$ cat src/core/lsmnc_pkg.sv
// Package: constants and types for the lane sample mapper and sync timing
package lsmnc_pkg;
    localparam int NUM_LANES = 16;
    localparam int OCTET_W = 8;
    localparam int LANE_W = 64;
    localparam int S12_W = 12;
    localparam int S8_W = 8;
    localparam int NUM_SLOTS = 20;
    localparam int S12_PER_LANE = 5;
    localparam int TAIL_LSB = 0;
    localparam int LANES_4 = 4;
    localparam int LANES_6 = 6;
    localparam int LANES_8 = 8;
    // SYSREF latency in half cycles: 477.5 cycles
    localparam int SYSREF_HALF_CYCLES = 955;
    localparam int SYSREF_LAT_CYC = (SYSREF_HALF_CYCLES + 1) / 2;
    localparam int LAT_W = 16;
    localparam int MF_PHASE_W = 4;
    typedef enum logic [2:0] {
        LSMNC_M12_L6,
        LSMNC_M12_L4,
        LSMNC_M12_L3,
        LSMNC_M8_L16,
        LSMNC_M8_L8,
        LSMNC_M8_L4
    } lsmnc_mode_e;
    typedef logic [S12_W-1:0] lsmnc_s12_t;
    typedef logic [LANE_W-1:0] lsmnc_lane_t;
endpackage

$ cat src/core/lsmnc_lat_if.sv
// Interface: latency table lookup between top and lookup module
`timescale 1ns/1ns
`default_nettype none
interface lsmnc_lat_if;
    logic [7:0] interp_factor;
    logic [lsmnc_pkg::MF_PHASE_W-1:0] mf_phase;
    logic signed [lsmnc_pkg::LAT_W-1:0] latency;
    modport req (output interp_factor, output mf_phase, input latency);
    modport rsp (input interp_factor, input mf_phase, output latency);
endinterface
`default_nettype wire

$ cat src/core/lsmnc_lat_lut.sv
// Module: data sync latency table by interpolation factor and multiframe phase
`timescale 1ns/1ns
`default_nettype none
module lsmnc_lat_lut (
    lsmnc_lat_if.rsp lat
);
    import lsmnc_pkg::*;
    logic [2:0] p8;
    logic [1:0] p4;
    logic p2;
    logic signed [LAT_W-1:0] v;
    assign p8 = lat.mf_phase[2:0];
    assign p4 = lat.mf_phase[1:0];
    assign p2 = lat.mf_phase[0];
    // Filter path minus marker path, by multiframe phase for factors 2 to 12 and 24; one value for 16 and for 32 up
    always_comb begin
        v = 16'sh0000;
        case (lat.interp_factor)
            8'h02: v = 16'sh0000 - 16'sd144 + $signed({12'h000, p8, 1'b0});
            8'h03: begin
                case (lat.mf_phase)
                    4'h0: v = -16'sd89;
                    4'h1: v = -16'sd86;
                    4'h2: v = -16'sd83;
                    4'h3: v = -16'sd81;
                    4'h4: v = -16'sd80;
                    4'h5: v = -16'sd78;
                    4'h6: v = -16'sd77;
                    4'h7: v = -16'sd75;
                    4'h8: v = -16'sd74;
                    4'h9: v = -16'sd72;
                    4'ha: v = -16'sd71;
                    4'hb: v = -16'sd69;
                    4'hc: v = -16'sd68;
                    4'hd: v = -16'sd66;
                    4'he: v = -16'sd63;
                    default: v = -16'sd60;
                endcase
            end
            8'h04: v = 16'sh0000 - 16'sd36 + $signed({12'h000, p4, 2'h0});
            8'h06: begin
                case (p8)
                    3'h0: v = 16'sd34;
                    3'h1: v = 16'sd40;
                    3'h2: v = 16'sd42;
                    3'h3: v = 16'sd46;
                    3'h4: v = 16'sd48;
                    3'h5: v = 16'sd52;
                    3'h6: v = 16'sd54;
                    default: v = 16'sd60;
                endcase
            end
            8'h08: v = p2 ? 16'sd94 : 16'sd86;
            8'h0c: begin
                case (p4)
                    2'h0: v = 16'sd186;
                    2'h1: v = 16'sd194;
                    2'h2: v = 16'sd198;
                    default: v = 16'sd206;
                endcase
            end
            8'h10: v = 16'sd290;
            8'h18: v = p2 ? 16'sd466 : 16'sd458;
            8'h20: v = 16'sd648;
            8'h30: v = 16'sd968;
            8'h40: v = 16'sd1396;
            8'h60: v = 16'sd2036;
            8'h80: v = 16'sd2932;
            8'hc0: v = 16'sd4212;
            8'h00: v = 16'sd6004;
            default: v = 16'sh0000;
        endcase
    end
    assign lat.latency = v;
endmodule // lsmnc_lat_lut
`default_nettype wire

$ cat src/core/lsmnc_top.sv
// Module: lane unpacker and oscillator sync event timing
`timescale 1ns/1ns
`default_nettype none
module lsmnc_top (
    input wire logic clk_sys_i,
    input wire logic srst_i,
    input wire lsmnc_pkg::lsmnc_mode_e lane_format_mode_i,
    input wire logic [lsmnc_pkg::NUM_LANES*lsmnc_pkg::LANE_W-1:0] lanes_i,
    input wire logic lanes_valid_i,
    input wire logic sysref_i,
    input wire logic marker_i,
    input wire logic [7:0] interpolation_factor_i,
    input wire logic [lsmnc_pkg::MF_PHASE_W-1:0] mf_phase_i,
    output logic [lsmnc_pkg::NUM_SLOTS*lsmnc_pkg::S12_W-1:0] channel_inphase_samples_o,
    output logic [lsmnc_pkg::NUM_SLOTS*lsmnc_pkg::S12_W-1:0] channel_quadrature_samples_o,
    output logic samples_valid_o,
    output logic sysref_sync_o,
    output logic signed [lsmnc_pkg::LAT_W-1:0] data_sync_latency_o,
    output logic marker_sync_o
);
    import lsmnc_pkg::*;

    // ************************************************
    // Lane unpacking
    // ************************************************
    logic [NUM_SLOTS*S12_W-1:0] i_next;
    logic [NUM_SLOTS*S12_W-1:0] q_next;
    logic [NUM_SLOTS*S12_W-1:0] i_reg;
    logic [NUM_SLOTS*S12_W-1:0] q_reg;
    logic valid_reg;

    // ************************************************
    // Lane views
    // ************************************************
    // Leading octet pair of each lane, nibble 0 on top
    wire [2*OCTET_W-1:0] lane_lead [NUM_LANES];
    // Five 12-bit slots of the first eight lanes; nibble 15 is tail
    wire [S12_W-1:0] lane_slot [LANES_8][S12_PER_LANE];
    // Three-lane groups as 48-bit words, first lane in the top bits
    wire [6*OCTET_W-1:0] grp_word [4];
    // Slot vectors per lane format; the two packed formats share p12, w16 has no quadrature vector
    wire [NUM_SLOTS*S12_W-1:0] p12_i;
    wire [NUM_SLOTS*S12_W-1:0] p12_q;
    wire [NUM_SLOTS*S12_W-1:0] t12_i;
    wire [NUM_SLOTS*S12_W-1:0] t12_q;
    wire [NUM_SLOTS*S12_W-1:0] w16_i;
    wire [NUM_SLOTS*S12_W-1:0] w8_i;
    wire [NUM_SLOTS*S12_W-1:0] w8_q;
    wire [NUM_SLOTS*S12_W-1:0] w4_i;
    wire [NUM_SLOTS*S12_W-1:0] w4_q;

    for (genvar k = 0; k < NUM_LANES; k++) begin : g_lane
        assign lane_lead[k] = lanes_i[k*LANE_W+LANE_W-1 -: 2*OCTET_W];
    end

    for (genvar k = 0; k < LANES_8; k++) begin : g_four
        for (genvar m = 0; m < S12_PER_LANE; m++) begin : g_slot
            assign lane_slot[k][m] = lanes_i[k*LANE_W+LANE_W-1-S12_W*m -: S12_W];
        end
    end

    for (genvar g = 0; g < 4; g++) begin : g_group
        assign grp_word[g] = {lane_lead[3*g], lane_lead[3*g+1], lane_lead[3*g+2]};
    end

    for (genvar j = 0; j < NUM_SLOTS; j++) begin : g_map
        // Four-lane 12-bit: lane j mod 4, sample slot j div 4
        assign t12_i[j*S12_W +: S12_W] = lane_slot[j%LANES_4][j/LANES_4];
        assign t12_q[j*S12_W +: S12_W] = lane_slot[LANES_4+j%LANES_4][j/LANES_4];
        // Packed 12-bit: sample j mod 4 of group j div 4
        if (j < LANES_8) begin : g_packed
            assign p12_i[j*S12_W +: S12_W] = grp_word[j/4][6*OCTET_W-1-S12_W*(j%4) -: S12_W];
            assign p12_q[j*S12_W +: S12_W] = grp_word[2+j/4][6*OCTET_W-1-S12_W*(j%4) -: S12_W];
        end else begin : g_packed_idle
            assign p12_i[j*S12_W +: S12_W] = '0;
            assign p12_q[j*S12_W +: S12_W] = '0;
        end
        // 8-bit formats: octet 0 left-justified, low nibble zero
        if (j < NUM_LANES) begin : g_w16
            assign w16_i[j*S12_W +: S12_W] = {lane_lead[j][2*OCTET_W-1 -: S8_W], 4'h0};
        end else begin : g_w16_idle
            assign w16_i[j*S12_W +: S12_W] = '0;
        end
        if (j < LANES_8) begin : g_w8
            assign w8_i[j*S12_W +: S12_W] = {lane_lead[j][2*OCTET_W-1 -: S8_W], 4'h0};
            assign w8_q[j*S12_W +: S12_W] = {lane_lead[LANES_8+j][2*OCTET_W-1 -: S8_W], 4'h0};
        end else begin : g_w8_idle
            assign w8_i[j*S12_W +: S12_W] = '0;
            assign w8_q[j*S12_W +: S12_W] = '0;
        end
        if (j < LANES_4) begin : g_w4
            assign w4_i[j*S12_W +: S12_W] = {lane_lead[j][2*OCTET_W-1 -: S8_W], 4'h0};
            assign w4_q[j*S12_W +: S12_W] = {lane_lead[LANES_4+j][2*OCTET_W-1 -: S8_W], 4'h0};
        end else begin : g_w4_idle
            assign w4_i[j*S12_W +: S12_W] = '0;
            assign w4_q[j*S12_W +: S12_W] = '0;
        end
    end

    // ************************************************
    // Format select
    // ************************************************
    // The three-lane format carries one stream only
    always_comb begin
        i_next = '0;
        q_next = '0;
        case (lane_format_mode_i)
            LSMNC_M12_L6: begin
                i_next = p12_i;
                q_next = p12_q;
            end
            LSMNC_M12_L3: begin
                i_next = p12_i;
                q_next = '0;
            end
            LSMNC_M12_L4: begin
                i_next = t12_i;
                q_next = t12_q;
            end
            LSMNC_M8_L16: begin
                i_next = w16_i;
                q_next = '0;
            end
            LSMNC_M8_L8: begin
                i_next = w8_i;
                q_next = w8_q;
            end
            LSMNC_M8_L4: begin
                i_next = w4_i;
                q_next = w4_q;
            end
            default: begin
                i_next = '0;
                q_next = '0;
            end
        endcase
    end

    // ************************************************
    // Sample registers
    // ************************************************
    // Data hold until the next valid transfer
    always_ff @(posedge clk_sys_i) begin
        if (srst_i) begin
            i_reg <= '0;
            q_reg <= '0;
        end else if (lanes_valid_i) begin
            i_reg <= i_next;
            q_reg <= q_next;
        end
    end

    always_ff @(posedge clk_sys_i) begin
        if (srst_i) begin
            valid_reg <= 1'b0;
        end else begin
            valid_reg <= lanes_valid_i;
        end
    end
    assign channel_inphase_samples_o = i_reg;
    assign channel_quadrature_samples_o = q_reg;
    assign samples_valid_o = valid_reg;

    // ************************************************
    // SYSREF triggered sync
    // ************************************************
    logic sysref_d_reg;
    logic [LAT_W-1:0] sr_cnt_reg;
    logic [LAT_W-1:0] sr_cnt_next;
    logic sr_busy_reg;
    logic sr_fire_reg;
    wire sr_rise = sysref_i & ~sysref_d_reg;
    wire sr_done = sr_busy_reg && (sr_cnt_reg == 16'h0001);
    // A new rise reloads the count, so the latest request sets the time
    wire sr_step = sr_busy_reg & ~sr_done;
    assign sr_cnt_next = sr_rise ? LAT_W'(SYSREF_LAT_CYC) : (sr_step ? sr_cnt_reg - 16'h0001 : 16'h0000);

    always_ff @(posedge clk_sys_i) begin
        if (srst_i) begin
            sysref_d_reg <= 1'b0;
            sr_cnt_reg <= '0;
            sr_busy_reg <= 1'b0;
            sr_fire_reg <= 1'b0;
        end else begin
            sysref_d_reg <= sysref_i;
            sr_cnt_reg <= sr_cnt_next;
            sr_busy_reg <= sr_rise | sr_step;
            // A rise in the done cycle cancels the old pulse
            sr_fire_reg <= sr_done & ~sr_rise;
        end
    end
    assign sysref_sync_o = sr_fire_reg;

    // ************************************************
    // Marker triggered sync
    // ************************************************
    lsmnc_lat_if lat_bus ();
    assign lat_bus.interp_factor = interpolation_factor_i;
    assign lat_bus.mf_phase = mf_phase_i;
    lsmnc_lat_lut u_lut (
        .lat(lat_bus)
    );

    logic marker_d_reg;
    logic signed [LAT_W-1:0] lat_reg;
    logic mk_fire_reg;
    // A marker held high syncs once; only its rising edge counts
    wire mk_rise = marker_i & ~marker_d_reg;

    // Latency latched at the marker edge, by its multiframe phase
    always_ff @(posedge clk_sys_i) begin
        if (srst_i) begin
            marker_d_reg <= 1'b0;
            lat_reg <= '0;
            mk_fire_reg <= 1'b0;
        end else begin
            marker_d_reg <= marker_i;
            mk_fire_reg <= mk_rise;
            if (mk_rise) lat_reg <= lat_bus.latency;
        end
    end
    assign data_sync_latency_o = lat_reg;
    assign marker_sync_o = mk_fire_reg;
endmodule // lsmnc_top
`default_nettype wire

$ cat config.mk
export PLATFORM = sky130hd
export DESIGN_NAME = lsmnc_top
export DESIGN_NICKNAME = d
export VERILOG_FILES = /design/src/core/lsmnc_pkg.sv /design/src/core/lsmnc_lat_if.sv /design/src/core/lsmnc_lat_lut.sv /design/src/core/lsmnc_top.sv
export SDC_FILE = /design/constraint.sdc
export NUM_CORES = 1
export LEC_CHECK = 0
export BUFFER_PORTS_ARGS = -buffer_cell sky130_fd_sc_hd__clkbuf_2
export CORE_AREA = 2 2 607 609
export CTS_CLUSTER_SIZE = 28
export DETAILED_ROUTE_END_ITERATION = 8
export DIE_AREA = 0 0 609 611
export GPL_TIMING_DRIVEN = 1
export MAX_ROUTING_LAYER = met4
export PLACE_DENSITY_LB_ADDON = 0.15
export SLEW_MARGIN = 20
export SYNTH_ARGS = -nofsm -noshare
export SYNTH_HDL_FRONTEND = slang
export SYNTH_HIERARCHICAL = 1
export SYNTH_SLANG_ARGS = --single-unit
$ cat constraint.sdc
create_clock -name clk_sys_i -period 1.8 [get_ports clk_sys_i]
set_input_delay 0.18 -clock clk_sys_i [delete_from_list [all_inputs] [get_ports clk_sys_i]]
set_output_delay 0.18 -clock clk_sys_i [all_outputs]
set_load 0.05 [all_outputs]
==> results.txt <==
* Maximum number of pins on one net before global-route repair: 90
- The first global-routing pass estimated 261000 um of wire.
* Power, Total: 36.1 mW
- Of the total synthesized cell area, the portion taken by XOR and XNOR cells is 0.00475.
- In the final routed layout, each cell accounts on average for 21.6 um.
- Final worst-path cycle share: 0.971
- Summed over all nets, the switching power comes to 11.4 mW.
* Clock insertion delay at the later pin of the skew report: 780 ps
- The clock net in this run drives a total of 518 sinks.
* Floorplan die height: 611 um
* Netlist area before placement: 0.0221 mm2
* Max-Cap Viols: 0
* Layout net count: 5459
* Area Overhead vs Synth: 104%
- Proportion of synthesized area in mux cells: 0.0855
- Proportion of synthesized chip area in sequential cells: 0.468
- Of the total synthesized cell area, the portion taken by AND, OR, NAND and NOR gates is 0.145.
- Post-synthesis register bit count: 518
- Placed cell area: 0.0348 mm2
- Power share of the combinational group: 0.195
- Critical Setup Path Class: reg -> reg
- Number of instances in the synthesized netlist: 2546
- Largest family of logic cells by synthesized area: compound AO/OA/AOI/OAI gates
* Horizontal extent of the die: 609 um
- The min-delay analysis places its worst path in the category in -> reg.
* Detailed-router iteration count before antenna repair: 5
- Post-DR vias/cell: 2.94
- CTS buffer count: 86
* Total via count after detailed routing: 27500
- For this run, asynchronously set or reset flops after synthesis account for 0.
* Remaining antenna violation count: 0
* Top Ports: 1543
- Of the total power, the share spent switching nets is 0.315.
- Counting every net in the synthesized netlist gives 3600.
* Iteration-0 DRC Markers: 1446
- The via count of the first global-routing pass came to 28100.
- The wire-length estimate of the detail-placed layout is 161000 um.
- The floorplan step defined a core boundary enclosing 0.365 mm2.
- Longest Clk Path Bufs: 4
* RSZ-0062 raised after global routing: yes
- Of the total power, registers draw 0.332.
- The compound-cell area share of the yosys netlist came to 0.237.
- The final layout contains routed wiring with a total length of 201000 um.
- The worst setup path is captured at a flip-flop.
- The run finished with clean final reports.
- For the worst setup path, the data required time is 2480 ps.
* Synth Area per Inst: 8.69 um2
- In the final layout, the share of cells above drive strength 1 is 0.335.
- Clock Root Buffer: sky130_fd_sc_hd__clkbuf_16
- Input/output buffers: 1094
- The final number of hold-violating endpoints is 0.
* Total gr overflow: 0
- Final critical path time including I/O delays and setup: 1750 ps
* Max Clk Rate: 572 MHz
* Clk pin slew, worst setup/hold paths: 50 ps
* Final Skew: 36.2 ps
- Counting the fill cells in the layout gives 42300.
- In this run, distinct cell masters in the synthesized netlist total 72.
- Final setup violating endpoints: 0
* Global router's overall resource usage: 0.106
* Peak supply drop: 0.637 mV
- TritonCTS built the clock tree.
- Headroom to the max-slew limit: 0.314
- Final RePlAce weighted congestion: 0.882
- Post-Synth Adder-Cell Area: 0.00565
- Finished Cell Area: 0.0452 mm2
* Full die area: 0.372 mm2
- Rows: 222
- Crit path DAT: 2430 ps
- The Yosys step of the flow raised 6 warnings.
- STA classifies the critical path startpoint as a flip-flop.
- Power Density: 798 mW/mm2
* Post-route DRC: 0
- The initial antenna violation count was 92.
* Count of flip-flops with a built-in enable after synthesis: 0
- Internal power comes to 24.7 mW.
* Clock group share of total power: 0.473
* Initial Util: 0.0606
* # H-tree levels: 3
- For the pin with the worst max-slew slack, the measured transition is 1000 ps.
- Summed over all cells, the static leakage comes to 18.7 nW.
- Biggest fanout along the worst timing path: 3
* Ys flop type: sky130_fd_sc_hd__dfxtp_1
- Number of pins with negative max-slew slack in the final report: 0
==> worst max-delay path: stages, from the launching register on <==
cell                      delay [ps]
sky130_fd_sc_hd__dfxtp_1         300
sky130_fd_sc_hd__inv_1            80
sky130_fd_sc_hd__ha_4            130
sky130_fd_sc_hd__or3b_4          390
sky130_fd_sc_hd__or2_1           250
sky130_fd_sc_hd__or4_4           420
sky130_fd_sc_hd__a21oi_2         120
==> cells in the final DEF, fill, tap and decap left out, drive strengths merged, types with 5 or more instances in the layout <==
master / count
a211o: 5
a211oi: 37
a21oi: 118
a22o: 60
a22oi: 384
buf: 223
clkbuf: 1201
clkinv: 13
dfxtp: 518
diode: 41
dlygate4sd3: 712
ha: 10
inv: 47
mux2: 24
mux2i: 162
nand2: 109
nand2b: 7
nand3: 7
nor2: 610
nor2b: 9
nor3: 10
nor3b: 5
nor4: 6
o21ai: 80
o2bb2ai: 32
xnor2: 5
xor2: 7
==> Yosys cell counts (all sizes together) (4+ instances only) <==
library cell | n | area (um2)
nor2 | 610 | 2290
dfxtp | 518 | 10400
a22oi | 384 | 2880
clkbuf | 166 | 623
mux2i | 162 | 1620
a21oi | 118 | 594
nand2 | 109 | 409
o21ai | 80 | 400
buf | 76 | 408
a22o | 60 | 526
inv | 43 | 161
a211oi | 37 | 283
o2bb2ai | 32 | 280
mux2 | 24 | 270
ha | 10 | 125
nor3 | 10 | 50.1
nor2b | 9 | 56.3
nand2b | 7 | 43.8
nand3 | 7 | 40.0
xor2 | 7 | 61.3
nor4 | 6 | 43.8
a211o | 5 | 52.6
nor3b | 5 | 42.5
xnor2 | 5 | 43.8
nand4 | 4 | 25.0
o211ai | 4 | 30.0
or4 | 4 | 37.5
==> timing repair <==
item | 4_1_cts | 5_1_grt
gates cloned | 0 | 1
hold buffers | 714 | 0
pin swaps | 0 | 5
hold endpoints to repair | 510 | 0
resized for setup | 79 | 19
endpoints found under the setup margin | 61 | 47
setup buffers | 0 | 5
==> final cells by class <==
| type | count | area [um2] | share of cell area |
|---|---|---|---|
| inverters | 43 | 169 | 0.00374 |
| multi-input cells | 1743 | 10700 | 0.236 |
| well taps | 4816 | 6030 | 0.133 |
| flip-flops and latches | 518 | 10400 | 0.230 |
| diodes | 41 | 103 | 0.00227 |
| repair buffers | 2013 | 15100 | 0.334 |
| clock buffers | 124 | 2450 | 0.0543 |
| clock inverters | 25 | 287 | 0.00634 |
==> power by group through the flow <==
stage	combinational (mW)	clock [mW]	sequential, mW
after detailed placement	5.76	0	12.2
after global placement	5.79	0	12.2
final	7.04	17.1	12.0
after CTS	7.21	18.0	12.0
after floorplan	1.74	0	13.1
after global routing	7.56	18.3	12.0
==> routing by layer <==
layer | global-route usage | share of wire | vias up
met1 | 0.119 | 0.41 | 13400
met4 | 0.0339 | 0.035 | 0
met3 | 0.0225 | 0.051 | 254
li1 | - | - | 12800
met5 | - | 0 | -
met2 | 0.187 | 0.51 | 943
==> through the flow <==
| step | hold WS [ps] | TNS [ps] | worst slack [ps] | std cells | util |
|---|---|---|---|---|---|
| 2_1_floorplan | 308 | 0 | 44.5 | 2546 | - |
| 3_5_place_dp | 420 | -53610 | -647 | 8415 | 0.0954 |
| 6_report | 27.6 | 0 | 52.2 | 9323 | 0.124 |
| 3_3_place_gp | 409 | -56770 | -724 | 8415 | 0.0954 |
| 4_1_cts | 1.29 | 0 | 0.756 | 9278 | 0.123 |
| 5_1_grt | 5.54 | -21.8 | -21.8 | 9313 | 0.124 |
==> final timing paths <==
check | startpoint | to | slack, ps | cells past startpoint
max reg2reg | sr_cnt_reg[0] | sr_cnt_reg[14] | 50 | 6
min | lanes_i[50] | channel_inphase_samples_o[22] | 30 | 4
max | sr_cnt_reg[0] | sr_cnt_reg[14] | 50 | 6
min reg2reg | marker_d_reg | marker_sync_o | 440 | 1
==> cells by family after synthesis <==
| group | after synthesis |
|---|---|
| AOI/OAI and AO/OA | 742 |
| xor gates and xnor gates | 12 |
| adders and majority gates | 10 |
| buffers and inverters | 285 |
| DFF | 518 |
| muxes | 186 |
| and+or+nand+nor | 793 |
No activity file was read; power rests on OpenSTA's default activity.
